$ cat config.mk
export PLATFORM = sky130hd
export DESIGN_NAME = psd_top
export DESIGN_NICKNAME = d
export VERILOG_FILES = /design/src/psd_pkg.sv /design/src/psd_fb_div.sv /design/src/psd_top.sv
export SDC_FILE = /design/constraint.sdc
export NUM_CORES = 1
export LEC_CHECK = 0
export ABC_CLOCK_PERIOD_IN_PS = 7800
export BUFFER_PORTS_ARGS = -buffer_cell sky130_fd_sc_hd__buf_2
export CORE_MARGIN = 3
export CORE_UTILIZATION = 35
export DETAILED_ROUTE_END_ITERATION = 16
export HOLD_SLACK_MARGIN = 0.03
export PLACE_DENSITY = 0.69
export SLEW_MARGIN = 20
export SYNTH_ARGS = -nofsm -noshare
export SYNTH_HDL_FRONTEND = slang
export SYNTH_SLANG_ARGS = --single-unit
$ cat constraint.sdc
create_clock -name REF_CLK -period 7.8 [get_ports REF_CLK]
set_input_delay 1.95 -clock REF_CLK [delete_from_list [all_inputs] [get_ports REF_CLK]]
set_output_delay 1.95 -clock REF_CLK [all_outputs]
set_load 0.02 [all_outputs]
$ cat src/psd_pkg.sv
package psd_pkg;

  // ************************************************************
  // channel select and feedback divider
  // ************************************************************
  localparam int SEL_W = 9;
  localparam logic [SEL_W-1:0] SEL_CODE_ZERO = 9'h000;
  localparam logic [SEL_W-1:0] SEL_CODE_ONE = 9'h001;
  localparam logic [SEL_W-1:0] N_FOR_CODE_ZERO = 9'h002;
  localparam logic [SEL_W-1:0] N_FOR_CODE_ONE = 9'h003;
  localparam logic [SEL_W-1:0] N_STEP_ONE = 9'h001;
  localparam logic [SEL_W-1:0] N_COUNT_ZERO = 9'h000;

  // ************************************************************
  // reference chain: half-rate stage, then 512 or 1024
  // ************************************************************
  localparam int PRE_W = 10;
  localparam logic [PRE_W-1:0] PRE_LAST_FAST = 10'h1ff;
  localparam logic [PRE_W-1:0] PRE_LAST_SLOW = 10'h3ff;
  localparam logic [PRE_W-1:0] PRE_ONE = 10'h001;
  localparam logic [PRE_W-1:0] PRE_ZERO = 10'h000;

  // ************************************************************
  // timing
  // ************************************************************
  localparam int CLK_PERIOD_NS = 4;
  localparam int LOCK_TOL_NS = 40;
  localparam int LOCK_CNT_W = 4;
  localparam logic [LOCK_CNT_W-1:0] LOCK_TOL_CYC =
    LOCK_CNT_W'((LOCK_TOL_NS + CLK_PERIOD_NS - 1) / CLK_PERIOD_NS);
  localparam logic [LOCK_CNT_W-1:0] LOCK_CNT_ONE = 4'h1;
  localparam logic [LOCK_CNT_W-1:0] LOCK_CNT_ZERO = 4'h0;

  // ************************************************************
  // register map
  // ************************************************************
  localparam int ADDR_W = 8;
  localparam int DATA_W = 32;
  localparam logic [ADDR_W-1:0] OFS_CTRL = 8'h00;
  localparam logic [ADDR_W-1:0] OFS_STATE = 8'h04;
  localparam logic [ADDR_W-1:0] OFS_INT_STAT = 8'h08;
  localparam logic [ADDR_W-1:0] OFS_INT_EN = 8'h0c;
  localparam logic [ADDR_W-1:0] OFS_INT_CLR = 8'h10;
  localparam int CTRL_EN_BIT = 0;
  localparam logic CTRL_EN_RST = 1'b1;
  localparam int ST_N_LSB = 0;
  localparam int ST_LOCK_BIT = 16;
  localparam int ST_UP_BIT = 17;
  localparam int ST_DN_BIT = 18;
  localparam int ST_RATE_BIT = 19;
  localparam int INT_W = 2;
  localparam int INT_LOSS_BIT = 0;
  localparam int INT_GAIN_BIT = 1;
  localparam logic [INT_W-1:0] INT_NONE = 2'h0;
  localparam logic [DATA_W-1:0] DATA_ZERO = 32'h0000_0000;

  // phase detector pump state
  typedef struct packed {
    logic up;
    logic dn;
  } psd_pfd_t;

  // channel code to division ratio; the two lowest codes are exceptions
  function automatic logic [SEL_W-1:0] psd_div_n(input logic [SEL_W-1:0] code);
    logic [SEL_W-1:0] n;
    n = code;
    if (code == SEL_CODE_ZERO) begin
      n = N_FOR_CODE_ZERO;
    end else if (code == SEL_CODE_ONE) begin
      n = N_FOR_CODE_ONE;
    end
    return n;
  endfunction

endpackage

$ cat src/psd_fb_div.sv
`timescale 1ns/10ps
module psd_fb_div
  import psd_pkg::*;
(
  input wire logic clk,
  input wire logic rst,
  input wire logic step,
  input wire logic [SEL_W-1:0] n,
  output logic tick
);

  logic [SEL_W-1:0] cnt_q;
  logic [SEL_W-1:0] cnt_d;
  logic at_end;
  logic tick_d;

  // ************************************************************
  // down counter, reloads n-1 on its last feedback edge
  // ************************************************************
  // a new ratio takes effect at the next reload, so no short cycle appears
  assign at_end = (cnt_q == N_COUNT_ZERO);
  assign tick_d = step & at_end;
  assign cnt_d = !step ? cnt_q : (at_end ? (n - N_STEP_ONE) : (cnt_q - N_STEP_ONE));

  // counter and registered tick
  always_ff @(posedge clk) begin
    if (rst) begin
      cnt_q <= N_COUNT_ZERO;
      tick <= 1'b0;
    end else begin
      cnt_q <= cnt_d;
      tick <= tick_d;
    end
  end

endmodule

$ cat src/psd_top.sv
// The address-and-strobe port and the address map are this design's own decisions.
`timescale 1ns/10ps
module psd_top
  import psd_pkg::*;
(
  input wire logic REF_CLK,
  input wire logic RST,
  input wire logic OSC_AMP_INPUT,
  input wire logic FEEDBACK_IN,
  input wire logic [SEL_W-1:0] CHANNEL_SELECT_INPUTS,
  input wire logic REFERENCE_RATE_SELECT,
  input wire logic [ADDR_W-1:0] REG_ADDR,
  input wire logic [DATA_W-1:0] REG_WDATA,
  input wire logic REG_WR,
  input wire logic REG_RD,
  output logic [DATA_W-1:0] REG_RDATA,
  output logic OSC_AMP_OUTPUT,
  output logic HALF_OSC_OUTPUT,
  output logic PHASE_ERROR_O,
  output logic PHASE_ERROR_OE,
  output logic LOCK_INDICATOR,
  output logic IRQ
);

  // ************************************************************
  // input edge detection
  // ************************************************************
  localparam int NUM_IN = 2;
  localparam int IN_OSC = 0;
  localparam int IN_FB = 1;

  logic [NUM_IN-1:0] in_now;
  logic [NUM_IN-1:0] in_q;
  logic [NUM_IN-1:0] in_rise;
  logic osc_rise;
  logic fb_rise;

  assign in_now = {FEEDBACK_IN, OSC_AMP_INPUT};

  // pins are already synchronous, so one stage is enough for edges
  genvar gi;
  generate
    for (gi = 0; gi < NUM_IN; gi++) begin : g_edge
      always_ff @(posedge REF_CLK) begin
        if (RST) begin
          in_q[gi] <= 1'b0;
        end else begin
          in_q[gi] <= in_now[gi];
        end
      end
      assign in_rise[gi] = in_now[gi] & ~in_q[gi];
    end
  endgenerate

  assign osc_rise = in_rise[IN_OSC];
  assign fb_rise = in_rise[IN_FB];

  // ************************************************************
  // oscillator amplifier and half-rate stage
  // ************************************************************
  logic half_q;
  logic half_rise;
  logic osc_out_q;

  assign half_rise = osc_rise & ~half_q;

  // amplifier inverts the oscillator; half stage toggles on rising edges
  always_ff @(posedge REF_CLK) begin
    if (RST) begin
      half_q <= 1'b0;
      osc_out_q <= 1'b1;
    end else begin
      osc_out_q <= ~OSC_AMP_INPUT;
      if (osc_rise) begin
        half_q <= ~half_q;
      end
    end
  end

  // ************************************************************
  // reference prescaler
  // ************************************************************
  logic [PRE_W-1:0] pre_q;
  logic [PRE_W-1:0] pre_last;
  logic pre_wrap;
  logic ref_tick_q;

  // rate select high gives the short chain and the faster reference
  assign pre_last = REFERENCE_RATE_SELECT ? PRE_LAST_FAST : PRE_LAST_SLOW;
  assign pre_wrap = half_rise & (pre_q >= pre_last);

  // counts half-rate cycles; the compare tolerates a mid-count rate change
  always_ff @(posedge REF_CLK) begin
    if (RST) begin
      pre_q <= PRE_ZERO;
      ref_tick_q <= 1'b0;
    end else begin
      ref_tick_q <= pre_wrap;
      if (half_rise) begin
        pre_q <= pre_wrap ? PRE_ZERO : (pre_q + PRE_ONE);
      end
    end
  end

  // ************************************************************
  // feedback divider
  // ************************************************************
  logic [SEL_W-1:0] div_n;
  logic fb_tick;

  // a floating pin is pulled low outside, so it simply decodes as zero
  assign div_n = psd_div_n(CHANNEL_SELECT_INPUTS);

  psd_fb_div u_fb_div (
    .clk(REF_CLK),
    .rst(RST),
    .step(fb_rise),
    .n(div_n),
    .tick(fb_tick)
  );

  // ************************************************************
  // registers
  // ************************************************************
  logic ctrl_en_q;
  logic [INT_W-1:0] int_stat_q;
  logic [INT_W-1:0] int_stat_d;
  logic [INT_W-1:0] int_en_q;
  logic [INT_W-1:0] int_clr;
  logic [INT_W-1:0] int_evt;
  logic wr_ctrl;
  logic wr_en;
  logic wr_clr;
  logic [DATA_W-1:0] rd_mux;

  assign wr_ctrl = REG_WR & (REG_ADDR == OFS_CTRL);
  assign wr_en = REG_WR & (REG_ADDR == OFS_INT_EN);
  assign wr_clr = REG_WR & (REG_ADDR == OFS_INT_CLR);
  assign int_clr = wr_clr ? REG_WDATA[INT_W-1:0] : INT_NONE;
  // a new event in the clearing cycle survives the clear
  assign int_stat_d = (int_stat_q & ~int_clr) | int_evt;

  // ************************************************************
  // phase/frequency detector
  // ************************************************************
  psd_pfd_t pfd_q;
  psd_pfd_t pfd_d;
  logic pfd_both;
  logic pfd_busy;
  logic out_q;
  logic oe_q;

  // edges that meet in one cycle cancel, so the pumps stay off
  assign pfd_both = (pfd_q.up | ref_tick_q) & (pfd_q.dn | fb_tick);
  assign pfd_d.up = (pfd_q.up | ref_tick_q) & ~pfd_both;
  assign pfd_d.dn = (pfd_q.dn | fb_tick) & ~pfd_both;
  assign pfd_busy = pfd_q.up | pfd_q.dn;

  // up drives high, down drives low, idle releases the pin
  always_ff @(posedge REF_CLK) begin
    if (RST) begin
      pfd_q <= '0;
      out_q <= 1'b0;
      oe_q <= 1'b0;
    end else begin
      pfd_q <= pfd_d;
      out_q <= pfd_d.up;
      oe_q <= ctrl_en_q & (pfd_d.up | pfd_d.dn);
    end
  end

  // ************************************************************
  // lock detector
  // ************************************************************
  logic [LOCK_CNT_W-1:0] err_cnt_q;
  logic [LOCK_CNT_W-1:0] err_cnt_d;
  logic lock_q;
  logic lock_d;

  // short pump pulses are normal tracking; only long ones mean lost lock
  assign err_cnt_d = !pfd_busy ? LOCK_CNT_ZERO :
    ((err_cnt_q == LOCK_TOL_CYC) ? err_cnt_q : (err_cnt_q + LOCK_CNT_ONE));
  assign lock_d = ~(pfd_busy & (err_cnt_q == LOCK_TOL_CYC));
  assign int_evt[INT_LOSS_BIT] = lock_q & ~lock_d;
  assign int_evt[INT_GAIN_BIT] = ~lock_q & lock_d;

  always_ff @(posedge REF_CLK) begin
    if (RST) begin
      err_cnt_q <= LOCK_CNT_ZERO;
      lock_q <= 1'b1;
    end else begin
      err_cnt_q <= err_cnt_d;
      lock_q <= lock_d;
    end
  end

  // ************************************************************
  // register bus and interrupt
  // ************************************************************
  logic [DATA_W-1:0] st_word;
  logic [DATA_W-1:0] rdata_q;
  logic irq_q;

  always_comb begin
    st_word = DATA_ZERO;
    st_word[ST_N_LSB +: SEL_W] = div_n;
    st_word[ST_LOCK_BIT] = lock_q;
    st_word[ST_UP_BIT] = pfd_q.up;
    st_word[ST_DN_BIT] = pfd_q.dn;
    st_word[ST_RATE_BIT] = REFERENCE_RATE_SELECT;
  end

  // unmapped and write-only offsets read as zero
  assign rd_mux = (REG_ADDR == OFS_CTRL) ? {{(DATA_W-1){1'b0}}, ctrl_en_q} :
    (REG_ADDR == OFS_STATE) ? st_word :
    (REG_ADDR == OFS_INT_STAT) ? {{(DATA_W-INT_W){1'b0}}, int_stat_q} :
    (REG_ADDR == OFS_INT_EN) ? {{(DATA_W-INT_W){1'b0}}, int_en_q} : DATA_ZERO;

  // read data stands only in the cycle after the strobe
  always_ff @(posedge REF_CLK) begin
    if (RST) begin
      ctrl_en_q <= CTRL_EN_RST;
      int_en_q <= INT_NONE;
      int_stat_q <= INT_NONE;
      rdata_q <= DATA_ZERO;
      irq_q <= 1'b0;
    end else begin
      if (wr_ctrl) begin
        ctrl_en_q <= REG_WDATA[CTRL_EN_BIT];
      end
      if (wr_en) begin
        int_en_q <= REG_WDATA[INT_W-1:0];
      end
      int_stat_q <= int_stat_d;
      rdata_q <= REG_RD ? rd_mux : DATA_ZERO;
      irq_q <= |(int_stat_q & int_en_q);
    end
  end

  assign REG_RDATA = rdata_q;
  assign OSC_AMP_OUTPUT = osc_out_q;
  assign HALF_OSC_OUTPUT = half_q;
  assign PHASE_ERROR_O = out_q;
  assign PHASE_ERROR_OE = oe_q;
  assign LOCK_INDICATOR = lock_q;
  assign IRQ = irq_q;
endmodule

# Yosys cells after proc, flatten, opt, wreduce, memory -nomap -nowiden
# Cells that the tools add are included.
[classes]
n_addsub = 4
magnitude_cmp = 1
n_eq_ne = 6
muxes = 10
n_bitwise = 32
reduce_logical = 8
[op_table]
columns = ["operator", "count"]
rows = [
  ["9-bit 2-to-1 mux", 3],
  ["10-bit 2-to-1 mux", 2],
  ["20-bit 2-to-1 mux", 1],
  ["9-bit logical NOT", 2],
  ["9-bit by 1-bit subtractor with 9-bit output, second input constant", 2],
  ["8-bit by 4-bit equality test with 1-bit output, second input constant", 2],
  ["1-bit bitwise AND", 15],
  ["10-bit by 1-bit adder with 10-bit output, second input constant", 1],
  ["10-bit greater-or-equal comparator", 1],
  ["9-bit by 1-bit equality test with 1-bit output, second input constant", 1],
  ["1-bit inverter", 9],
  ["8-bit by 3-bit equality test with 1-bit output, second input constant", 1],
  ["8-bit by 5-bit equality test with 1-bit output, second input constant", 1],
  ["8-bit logical NOT", 1],
  ["2-bit 2-to-1 mux", 3],
  ["2-bit OR reduction", 3],
  ["5-bit OR reduction", 1],
  ["4-bit by 1-bit adder with 4-bit output, second input constant", 1],
  ["2-bit bitwise AND", 2],
  ["4-bit equality test, second input constant", 1],
  ["1-bit bitwise OR", 4],
  ["3-bit OR reduction", 1],
  ["2-bit inverter", 1],
  ["2-bit bitwise OR", 1],
  ["1-bit 2-to-1 mux", 1],
]
[totals]
reg_bits = 71
inputBits = 56
output_inout_bits = 38
elab_cells = 81

# Logic depth before layout (Yosys ltp)
# Gate-level depths: netlist of the first run.
[logic_depth]
depth_word = 6
mapped_depth = 10
depth_no_buf = 10

# Hierarchy
# Synthesis of the first run repeated with hierarchy kept, for this count alone.
[unflattened]
cells_unflattened = 307
hier_area_um2 = 2751.4
[by_module_without_submodules]
columns = ["module", "instances", "cells_each", "area_each_um2", "seq_area_each_um2"]
rows = [
  ["psd_top", 1, 204, 1894.3, 840.8],
  ["psd_fb_div", 1, 103, 857.1, 200.2],
]

# Worst setup path before layout of the first run
# Ideal clock, no wire load.
[synth_path]
path_type = "input port to flip-flop"
from = "input port CHANNEL_SELECT_INPUTS[5]"
to = "register u_fb_div.cnt_q[4]"
setup_time_ns = 0.115
t_arrival_ns = 3.746
t_required_ns = 7.685
setup_slack_ns = 3.939
path_stages = 10
n_path_buf = 0
path_cell_list = "or3_1 > or4_1 > o21bai_1 > a21oi_1 > ha_1 > or3b_2 > nor2_1 > nand2_1 > a21oi_1 > o21a_1"
[synth_via]
elab_chain_cells = 5
word_cells_on_any_way = 6
cone_classes = "1 x add/sub; 1 x eq/ne; 3 x mux; 1 x reduce/logical"
[synth_lines]
columns = ["element", "line_no", "source"]
rows = [
  ["from (decl)", "psd_top.sv:10", "input wire logic [SEL_W-1:0] CHANNEL_SELECT_INPUTS,"],
  ["9-bit by 1-bit equality test with 1-bit output", "psd_pkg.sv:69", "end else if (code == SEL_CODE_ONE) begin"],
  ["9-bit 2-to-1 mux", "psd_pkg.sv:69", ""],
  ["9-bit 2-to-1 mux (*)", "psd_pkg.sv:67", "if (code == SEL_CODE_ZERO) begin"],
  ["9-bit by 1-bit subtractor with 9-bit output (*)", "psd_fb_div.sv:23", "assign cnt_d = !step ? cnt_q : (at_end ? (n - N_STEP_ONE) : (cnt_q - N_STEP_ONE));"],
  ["9-bit 2-to-1 mux (*)", "psd_fb_div.sv:23", ""],
  ["to (signal assigned)", "psd_fb_div.sv:31", "cnt_q <= cnt_d;"],
  ["to (decl)", "psd_fb_div.sv:12", "logic [SEL_W-1:0] cnt_q;"],
]
# Every way passes the cells marked *; elsewhere a longest branch is shown, timed or not.
# A chain may end at the register's enable or synchronous reset.

# Worst setup path after layout of the first run
# Same ends and word-level chain as after synthesis.

==> run_results.csv, run 1 <==
group,metric,value,unit
grt,grt_pass1_vias,1816,
grt,use_met3,0.0326,
cts,numClockSinks,52,
routing,drc,0,
routing,drt_iter0_drc,124,
routing,firstDrtPassIters,4,
logic_synthesis,yosys.cell_count.top_type,"dfxtp_1",
cts,postCtsResizedCells,0,
logic_synthesis,synth_cells,274,
pwr,switching_share,0.342,
logic_synthesis,ys_seq_area_frac,0.419,
logic_synthesis,syn_area,0.00248,mm²
critical_path,endpoint,"u_fb_div.cnt_q[4]",
cts,clk_latency,310,ps
logic_synthesis,synth_warnings,0,
logic_synthesis,synth_seq_cells,52,
cts,postCtsHoldBufs,0,
min_path,worstHoldPathType,"flip-flop to flip-flop",
routing,routed_wl,4950,µm
sta,finClkSkew,11.4,ps
grt,antenna_found_initial,0,
grt,gr-max-usage-layer,"met2",
cts,cts_tree,"done",
cts,clk_pin_slew,100,ps
logic_synthesis,avgSynthCellArea,9.06,µm²
pwr,p_comb_frac,0.288,
finish,diodes,0,
cts,post_cts_buffers,0,
routing,wl_per_cell,12.0,µm
floorplan,start_util,0.363,
pwr,vdd_drop_max,0.0690,mV
pwr,p_total,664,µW
sta,finalSetupViolations,0,
sta,hold_viol_final,0,
run,drv_cap,0,
cts,cts_max_level,2,
finish,drive_above_1_share,0.220,
placed_design,gp_congestion,0.936,
critical_path,cp_max_fo,5,
critical_path,rrSetupSlack,4810,ps
critical_path,start_kind,"primary input",
placed_design,port_buffers,44,
critical_path,cp.required,8020,ps
grt,grt-ovfl-total,0,
critical_path,crit_type,"primary input to flip-flop",
placed_design,hpwl,3780,µm
critical_path,end_kind,"flip-flop",
finish,fin_nets,380,
floorplan,io_pins,94,
floorplan,core_area,0.00683,mm²
critical_path,cpMostUsedCell,"a21oi_1",
grt,grt_pass1_wl,8160,µm
grt,grt_max_degree,23,
critical_path,max_stage_delay,460,ps
sta,layout_min_cycle_time,4000,ps
pwr,p_seq_frac,0.470,
logic_synthesis,synth_common_cells,"dfxtp_1 (52), nor2_1 (38), buf_4 (21)",
floorplan,rows,30,
cts,cts_root_buf,"clkbuf_8",
sta,finalSetupTns,0,ps
pwr,intPower,437,µW
grt,grt_usage,0.122,
sta,tightest_slew,981,ps
floorplan,die_x,90.2,µm
critical_path,r2r-start,"u_fb_div.cnt_q[0]",
finish,utilization,0.411,
sta,fin_crit_sh,0.513,
sta,rsz0062_at_grt,"false",
sta,max_freq,0.250,GHz
logic_synthesis,ys.flop_type,"dfxtp_1",
sta,finalMaxSlewViolations,0,
logic_synthesis,yosys-top-cells-area,"dfxtp_1 (42%), buf_4 (6.4%), nor2_1 (5.7%), ha_1 (3.5%), and2_1 (3.0%)",
routing,vias,2031,
critical_path,crit_slowest_cell,"or4_1",
floorplan,dieArea,0.00814,mm²
logic_synthesis,synth.top_cell.area_share,0.419,
outcome,outcome,"completed",
cts,cts_buffer_depth,2,
pwr,p_leak,0.00115,µW
critical_path,crit_arrival,4220,ps
finish,synthToLayoutAreaGrowth,13.1,%
pwr,clock_power_share,0.242,
pwr,p_sw,227,µW
critical_path,ff2ff_path_depth,9,
floorplan,die_h,90.2,µm
grt,grt_use_met1,0.146,
critical_path,r2r_end,"u_fb_div.cnt_q[4]",
critical_path,crit_chain,"buf_2 > or3_1 > or4_1 > o21bai_1 > a21oi_1 > ha_1 > or3b_2 > nor2_1 > nand2_1 > a21oi_1 > o21a_1",
sta,postLayoutSetupSlackWorst,3800,ps
logic_synthesis,synth-edff-count,0,
routing,antenna_left,0,
cts,cts_buffers,5,
critical_path,startpoint,"CHANNEL_SELECT_INPUTS[5]",
sta,holdWs,514,ps
sta,slew_headroom,0.341,
grt,gr-usage-met2,0.202,
routing,avgViaCountPerCell,4.91,
logic_synthesis,synth_largest_area_cell,"dfxtp_1",
logic_synthesis,async_flop_share,0,
logic_synthesis,ys_types,57,
pwr,p_per_area,237,mW/mm²
placed_design,pre_cts_slack,3440,ps
-- metrics by stage --
stage	area, µm²	instances
floorplan	2550	292
detailed placement	2710	406
CTS	2810	414
global route	2810	414
finish	2810	414
global placement	2710	406
-- flip-flops by register name, summed over array words and instances, names as in the netlist --
| register | cells |
|---|---|
| HALF_OSC_OUTPUT | 1 |
| IRQ | 1 |
| LOCK_INDICATOR | 1 |
| OSC_AMP_OUTPUT | 1 |
| PHASE_ERROR_O | 1 |
| PHASE_ERROR_OE | 1 |
| REG_RDATA | 13 |
| ctrl_en_q | 1 |
| err_cnt_q | 4 |
| in_q | 2 |
| int_en_q | 2 |
| int_stat_q | 2 |
| pfd_q | 1 |
| pre_q | 10 |
| ref_tick_q | 1 |
| u_fb_div.cnt_q | 9 |
| u_fb_div.tick | 1 |
-- power groups by stage --
stage | clock network (µW) | logic [µW] | registers [µW]
2_1_floorplan | 0 | 167 | 310
3_5_place_dp | 0 | 192 | 317
6_report | 160 | 191 | 312
3_3_place_gp | 0 | 190 | 317
4_1_cts | 167 | 193 | 311
5_1_grt | 177 | 219 | 316
-- cell type report --
class	instances	area, µm²
fillers	720	4020
multi-input cells	205	1300
flip-flops and latches	52	1040
repair buffers	44	220
well taps	96	120
clock buffers	5	68.8
inverters	9	33.8
clock inverters	3	27.5
-- how the worst min path moves through the flow --
stage	slack, ps	cells after the start	to	startpoint
floorplan	460	1	REG_RDATA[18]	pfd_q[0]
global placement	490	2	HALF_OSC_OUTPUT	HALF_OSC_OUTPUT
detailed placement	500	1	REG_RDATA[16]	LOCK_INDICATOR
CTS	520	1	REG_RDATA[16]	LOCK_INDICATOR
global route	540	1	REG_RDATA[16]	LOCK_INDICATOR
finish	510	2	u_fb_div.cnt_q[0]	u_fb_div.cnt_q[0]
-- cell families after synthesis --
logic type	Yosys count	share of synthesized area
simple gates	120	0.274
flops	52	0.419
compound gates	40	0.109
buf+inv	35	0.0857
xor+xnor	13	0.0459
fa+ha+maj	7	0.0353
mux	6	0.0297
other cells	1	0.00151
-- cells in the final DEF (no fill, tap or decap), types with 3 or more instances in the layout --
master	Yosys	layout
nand3_1	4	4
xor2_1	6	6
nand4_1	10	10
conb_1	1	19
ha_1	7	7
a31oi_1	5	5
xnor2_1	7	7
nor2_1	38	38
clkbuf_8	0	5
a211oi_1	4	4
nand2_1	14	14
and2_1	12	12
inv_1	9	9
o21ai_0	7	7
nor3_1	4	4
nor3b_1	3	3
buf_2	1	44
dfxtp_1	52	52
nor4_1	3	3
a21oi_1	9	9
mux2i_1	4	4
nor2b_1	5	5
-- critical path: cells and delay by family --
family	cells	cell delay (ps)
AND/OR/NAND/NOR	5	1270
adder cells (fa/ha/maj)	1	260
buffers and inverters	1	130
AO/OA/AOI/OAI	4	620
-- routing by layer --
metal,share of wire,vias to the layer above
li1,-,1011
met1,0.44,941
met2,0.47,69
met3,0.066,10
met4,0.019,0
met5,0,-
No activity file was read; power rests on OpenSTA's default activity.
==> run 2: changes to the inputs <==
ABC_AREA = 1   (was unset)
ABC_CLOCK_PERIOD_IN_PS = 3900   (was 7800)
clock period = 3.9 ns   (was 7.8 ns; I/O delays follow)
==> run 2 against run 1 <==
  * Worst setup slack lost 2300 ps
  * Wire length grew 3.5%
  * Sequential share of layout area is 1.7 points lower
  * Clock-buffer cell count is the same
  * Sequential cell count unchanged
  * Largest power group unchanged
  * Highest routed layer unchanged
==> run_results.csv, run 2 <==
group,metric,value,unit
pwr,p_leak,0.00147,µW
placed_design,port_buffers,44,
routing,drt_iter0_drc,101,
logic_synthesis,synth_xor_area_frac,0.0169,
critical_path,startpoint,"CHANNEL_SELECT_INPUTS[2]",
routing,firstDrtPassIters,4,
routing,drc,0,
pwr,p_per_area,408,mW/mm²
critical_path,crit_type,"primary input to flip-flop",
cts,post_cts_buffers,0,
critical_path,max_stage_delay,330,ps
finish,final_common_cell,"inv_1",
grt,grt-ovfl-total,0,
logic_synthesis,yosys-top-cells-area,"dfxtp_1 (40%), inv_1 (8.6%), nor2_1 (7.4%), nand2_1 (6.8%), buf_4 (5.5%)",
sta,tightest_slew,849,ps
sta,slew_headroom,0.432,
grt,grt_max_degree,17,
critical_path,crit_chain,"buf_2 > inv_1 > nand3_1 > o21bai_1 > nand2_2 > nand2_4 > inv_1 > ha_1 > nand3_1 > nor2_1 > xor2_1 > o21ai_1 > inv_1",
floorplan,io_pins,94,
critical_path,crit_arrival,2580,ps
finish,drive_above_1_share,0.196,
floorplan,die_h,92.0,µm
cts,postCtsHoldBufs,0,
critical_path,critPathBufInv,4,
routing,avgViaCountPerCell,4.47,
cts,cts_tree,"done",
floorplan,die_x,92.0,µm
sta,finalSetupTns,0,ps
finish,final_cell_mix,"inv_1 (59), dfxtp_1 (52), nor2_1 (51)",
logic_synthesis,synth-edff-count,0,
routing,antenna_left,0,
placed_design,hpwl,4030,µm
logic_synthesis,yosys.cell_count.top_type,"inv_1",
logic_synthesis,synth_largest_area_cell,"dfxtp_1",
sta,finalMaxSlewViolations,0,
grt,grt_usage,0.127,
run,drv_cap,0,
critical_path,cpMostUsedCell,"inv_1",
logic_synthesis,syn_area,0.00259,mm²
sta,hold_viol_final,0,
logic_synthesis,synthMuxAreaShare,0,
floorplan,rows,30,
cts,cts_root_buf,"clkbuf_8",
logic_synthesis,synth_compound_area_frac,0.0937,
critical_path,r2r-start,"u_fb_div.cnt_q[0]",
logic_synthesis,synthSimpleGateAreaFrac,0.299,
grt,grt_pass1_wl,8820,µm
sta,rsz0062_at_grt,"false",
finish,fin_nets,460,
logic_synthesis,synth_common_cells,"inv_1 (59), dfxtp_1 (52), nor2_1 (51)",
pwr,switching_share,0.308,
placed_design,gp_congestion,0.826,
sta,finClkSkew,6.65,ps
placed_design,placed_cell_area,0.00283,mm²
finish,diodes,0,
cts,clk_pin_slew,100,ps
logic_synthesis,synth_cells,352,
grt,antenna_found_initial,0,
routing,routed_wl,5120,µm
cts,cts_buffers,5,
logic_synthesis,synth_top_family_by_area,"simple AND/OR/NAND/NOR gates",
grt,grt_pass1_vias,2120,
logic_synthesis,ys_types,38,
logic_synthesis,synth_warnings,0,
pwr,p_comb_frac,0.224,
sta,fin_crit_sh,0.608,
routing,vias,2206,
critical_path,rrSetupSlack,1920,ps
routing,wl_per_cell,10.4,µm
cts,cts_max_level,2,
critical_path,start_kind,"primary input",
cts,postCtsResizedCells,0,
finish,largest_reg_flops,13,
floorplan,start_util,0.371,
floorplan,core_area,0.00698,mm²
floorplan,dieArea,0.00847,mm²
critical_path,cp.required,4110,ps
logic_synthesis,synthAdderAreaFrac,0.0338,
pwr,clock_power_share,0.303,
logic_synthesis,ys.flop_type,"dfxtp_1",
logic_synthesis,ys_seq_area_frac,0.402,
cts,clk_latency,300,ps
pwr,intPower,831,µW
pwr,p_seq_frac,0.474,
finish,fin_area,0.00295,mm²
min_path,hp-start,"err_cnt_q[3]",
logic_synthesis,async_flop_share,0,
pwr,vdd_drop_max,0.139,mV
critical_path,crit_slowest_cell,"o21bai_1",
pwr,p_sw,370,µW
logic_synthesis,synth.top_cell.area_share,0.402,
min_path,worstHoldPathType,"flip-flop to flip-flop",
finish,synthToLayoutAreaGrowth,13.7,%
critical_path,end_kind,"flip-flop",
critical_path,critPathTopFamily,"simple AND/OR/NAND/NOR gates",
outcome,outcome,"completed",
logic_synthesis,synth_seq_cells,52,
sta,max_freq,0.422,GHz
sta,layout_min_cycle_time,2370,ps
logic_synthesis,avgSynthCellArea,7.36,µm²
cts,numClockSinks,52,
cts,cts_buffer_depth,2,
sta,finalSetupViolations,0,
critical_path,cp_max_fo,4,
[run 2: worst register-to-register path: stages (launching register included)]
cell     delay [ps]
dfxtp_1         340
nor2_1          130
nand2_2         100
nor2_8          190
nand2_4         120
inv_2            80
nand2_2          60
nand2_4         100
inv_1            50
ha_1            220
nand3_1         120
nor2_1           70
xor2_1          150
o21ai_1         120
inv_1            50
[run 2: layout make-up]
type	count	area, µm²
repair buffers	44	220
multi-input cells	232	1220
flip-flops and latches	52	1040
clock buffers	5	68.8
clock inverters	3	42.5
well taps	96	120
fillers	731	4040
inverters	62	233
[run 2: power groups by stage]
stage	clock network, µW	registers [µW]	logic, µW
floorplan	0	581	228
global placement	0	581	263
detailed placement	0	581	268
CTS	379	569	270
global route	397	572	309
finish	364	569	269
[run 2: worst paths after layout]
check / endpoint / cells after the start
setup / recovery: u_fb_div.cnt_q[4] / 13
hold / removal: err_cnt_q[3] / 1
setup reg to reg: u_fb_div.cnt_q[4] / 14
hold reg to reg: err_cnt_q[3] / 1
[run 2: routing by layer]
layer / GRT usage / share of wire / vias to the layer above
met5: 0 / 0 / -
met4: 0.0408 / 0.014 / 0
met3: 0.0345 / 0.058 / 8
met2: 0.224 / 0.48 / 52
met1: 0.148 / 0.44 / 992
li1: - / - / 1154
[run 2: cell families after synthesis]
group,after synthesis
buf+inv,86
compound gates,44
flops,52
xor+xnor,5
fa+ha+maj,7
other cells,1
simple gates,157
[run 2: metrics by stage]
stage               power, µW  setup WS (ps)  instances  utilization  hold slack (ps)
floorplan                 809           1650        370            -              423
global placement          844           1220        486        0.406              436
detailed placement        850           1210        486        0.406              447
CTS                      1220           1540        494        0.422              460
global route             1280           1400        494        0.422              476
finish                   1200           1530        494        0.422              458
==> run 3: changes to the inputs <==
ABC_CLOCK_PERIOD_IN_PS = 2450   (was 3900)
clock period = 2.45 ns   (was 3.9 ns; I/O delays follow)
==> run 3 against run 2 <==
  * Largest cell class unchanged
  * Core utilization is 0.21 points higher
  * Cell area is 0.51% higher
  * Hold slack better by 4.7 ps
  * Combinational power is 59% higher
==> run_results.csv, run 3 (synthesis gave the netlist of run 2 again) <==
group,metric,value,unit
pwr,p_per_area,646,mW/mm²
placed_design,hpwl,4040,µm
sta,finClkSkew,6.89,ps
sta,rsz0062_at_grt,"false",
outcome,outcome,"completed",
cts,postCtsHoldBufs,0,
placed_design,dp.cells,488,
routing,vias,2184,
pwr,vdd_drop_max,0.222,mV
finish,final_common_cell,"inv_1",
critical_path,crit_arrival,2220,ps
grt,grt_pass1_wl,8470,µm
critical_path,max_stage_delay,340,ps
critical_path,crit_type,"flip-flop to flip-flop",
cts,postCtsResizedCells,0,
cts,clk_pin_slew,90,ps
critical_path,crit_chain,"nor2_1 > nand2_2 > nor2_8 > nand2_4 > inv_2 > nand2_2 > nand2_4 > inv_1 > ha_1 > nand3_1 > nor2_1 > xor2_1 > o21ai_1 > inv_1",
routing,routed_wl,5060,µm
sta,fin_crit_sh,0.821,
finish,drive_above_1_share,0.200,
critical_path,critPathBufInv,3,
cts,post_cts_buffers,0,
grt,grt_max_degree,17,
floorplan,start_util,0.371,
min_path,worstHoldPathType,"flip-flop to flip-flop",
critical_path,start_kind,"flip-flop",
run,drv_cap,0,
routing,drc,0,
routing,firstDrtPassIters,4,
grt,grt_usage,0.123,
critical_path,startpoint,"u_fb_div.cnt_q[2]",
floorplan,io_pins,94,
finish,diodes,0,
finish,multiInputGateArea,0.00122,mm²
critical_path,r2r-start,"u_fb_div.cnt_q[2]",
sta,hold_viol_final,0,
cts,clk_latency,300,ps
floorplan,core_area,0.00698,mm²
cts,numClockSinks,52,
critical_path,crit_slowest_cell,"dfxtp_1",
placed_design,gp_congestion,0.812,
cts,cts_buffers,5,
finish,fillers,746,
finish,synthToLayoutAreaGrowth,14.3,%
grt,grt_pass1_vias,2007,
sta,layout_min_cycle_time,2010,ps
critical_path,cp.required,2660,ps
routing,wl_per_cell,10.2,µm
placed_design,port_buffers,44,
finish,regArea,0.00104,mm²
pwr,p_leak,0.00148,µW
routing,antenna_left,0,
floorplan,die_x,92.0,µm
cts,cts_max_level,2,
grt,antenna_found_initial,0,
finish,largest_reg_flops,13,
min_path,hp-start,"err_cnt_q[3]",
sta,max_freq,0.497,GHz
grt,grt-ovfl-total,0,
sta,finalSetupTns,0,ps
critical_path,critPathTopFamily,"simple AND/OR/NAND/NOR gates",
cts,cts_tree,"done",
cts,cts_root_buf,"clkbuf_8",
routing,drt_iter0_drc,105,
finish,final_cell_mix,"inv_1 (59), dfxtp_1 (52), nor2_1 (51)",
critical_path,end_kind,"flip-flop",
sta,finalSetupViolations,0,
finish,instances_no_fill,496,
finish,fin_nets,462,
floorplan,rows,30,
floorplan,dieArea,0.00847,mm²
sta,finalMaxSlewViolations,0,
critical_path,cp_max_fo,8,
cts,cts_buffer_depth,2,
routing,avgViaCountPerCell,4.40,
floorplan,die_h,92.0,µm
[run 3: cell count changes in the layout (fill, tap and decap cells not counted)]
cell,change
buf_4,+2
[run 3: area by class of cell]
class / instances / share of cell area
clock buffer: 5 / 0.0232
clock inverter: 3 / 0.0144
inverter: 62 / 0.0786
multi-input combinational: 232 / 0.412
sequential: 52 / 0.352
tap: 96 / 0.0406
timing repair buffer: 46 / 0.0795
[run 3: layer usage]
layer | track usage | part of all wire
met1 | 0.139 | 0.45
met2 | 0.216 | 0.47
met3 | 0.0353 | 0.062
met4 | 0.0483 | 0.020
met5 | 0 | 0
[run 3: final timing paths]
| kind | to | slack (ps) | cells past startpoint |
|---|---|---|---|
| max | u_fb_div.cnt_q[4] | 440 | 14 |
| min | err_cnt_q[3] | 460 | 1 |
| max reg2reg | u_fb_div.cnt_q[4] | 440 | 14 |
| min reg2reg | err_cnt_q[3] | 460 | 1 |
[run 3: stage by stage]
step / setup slack [ps] / hold slack, ps / area, µm² / total power, µW / util
final: 438 / 463 / 2960 / 1910 / 0.424
after global routing: 276 / 493 / 2960 / 2030 / 0.424
after CTS: 439 / 463 / 2960 / 1930 / 0.424
after detailed placement: 208 / 445 / 2850 / 1350 / 0.408
after global placement: 223 / 436 / 2850 / 1340 / 0.408
after floorplan: 560 / 423 / 2660 / 1290 / -
[run 3: power by group]
part	internal [µW]	switching (µW)
Combinational	143	286
Clock	302	274
Sequential	880	26.2
Total	1330	586
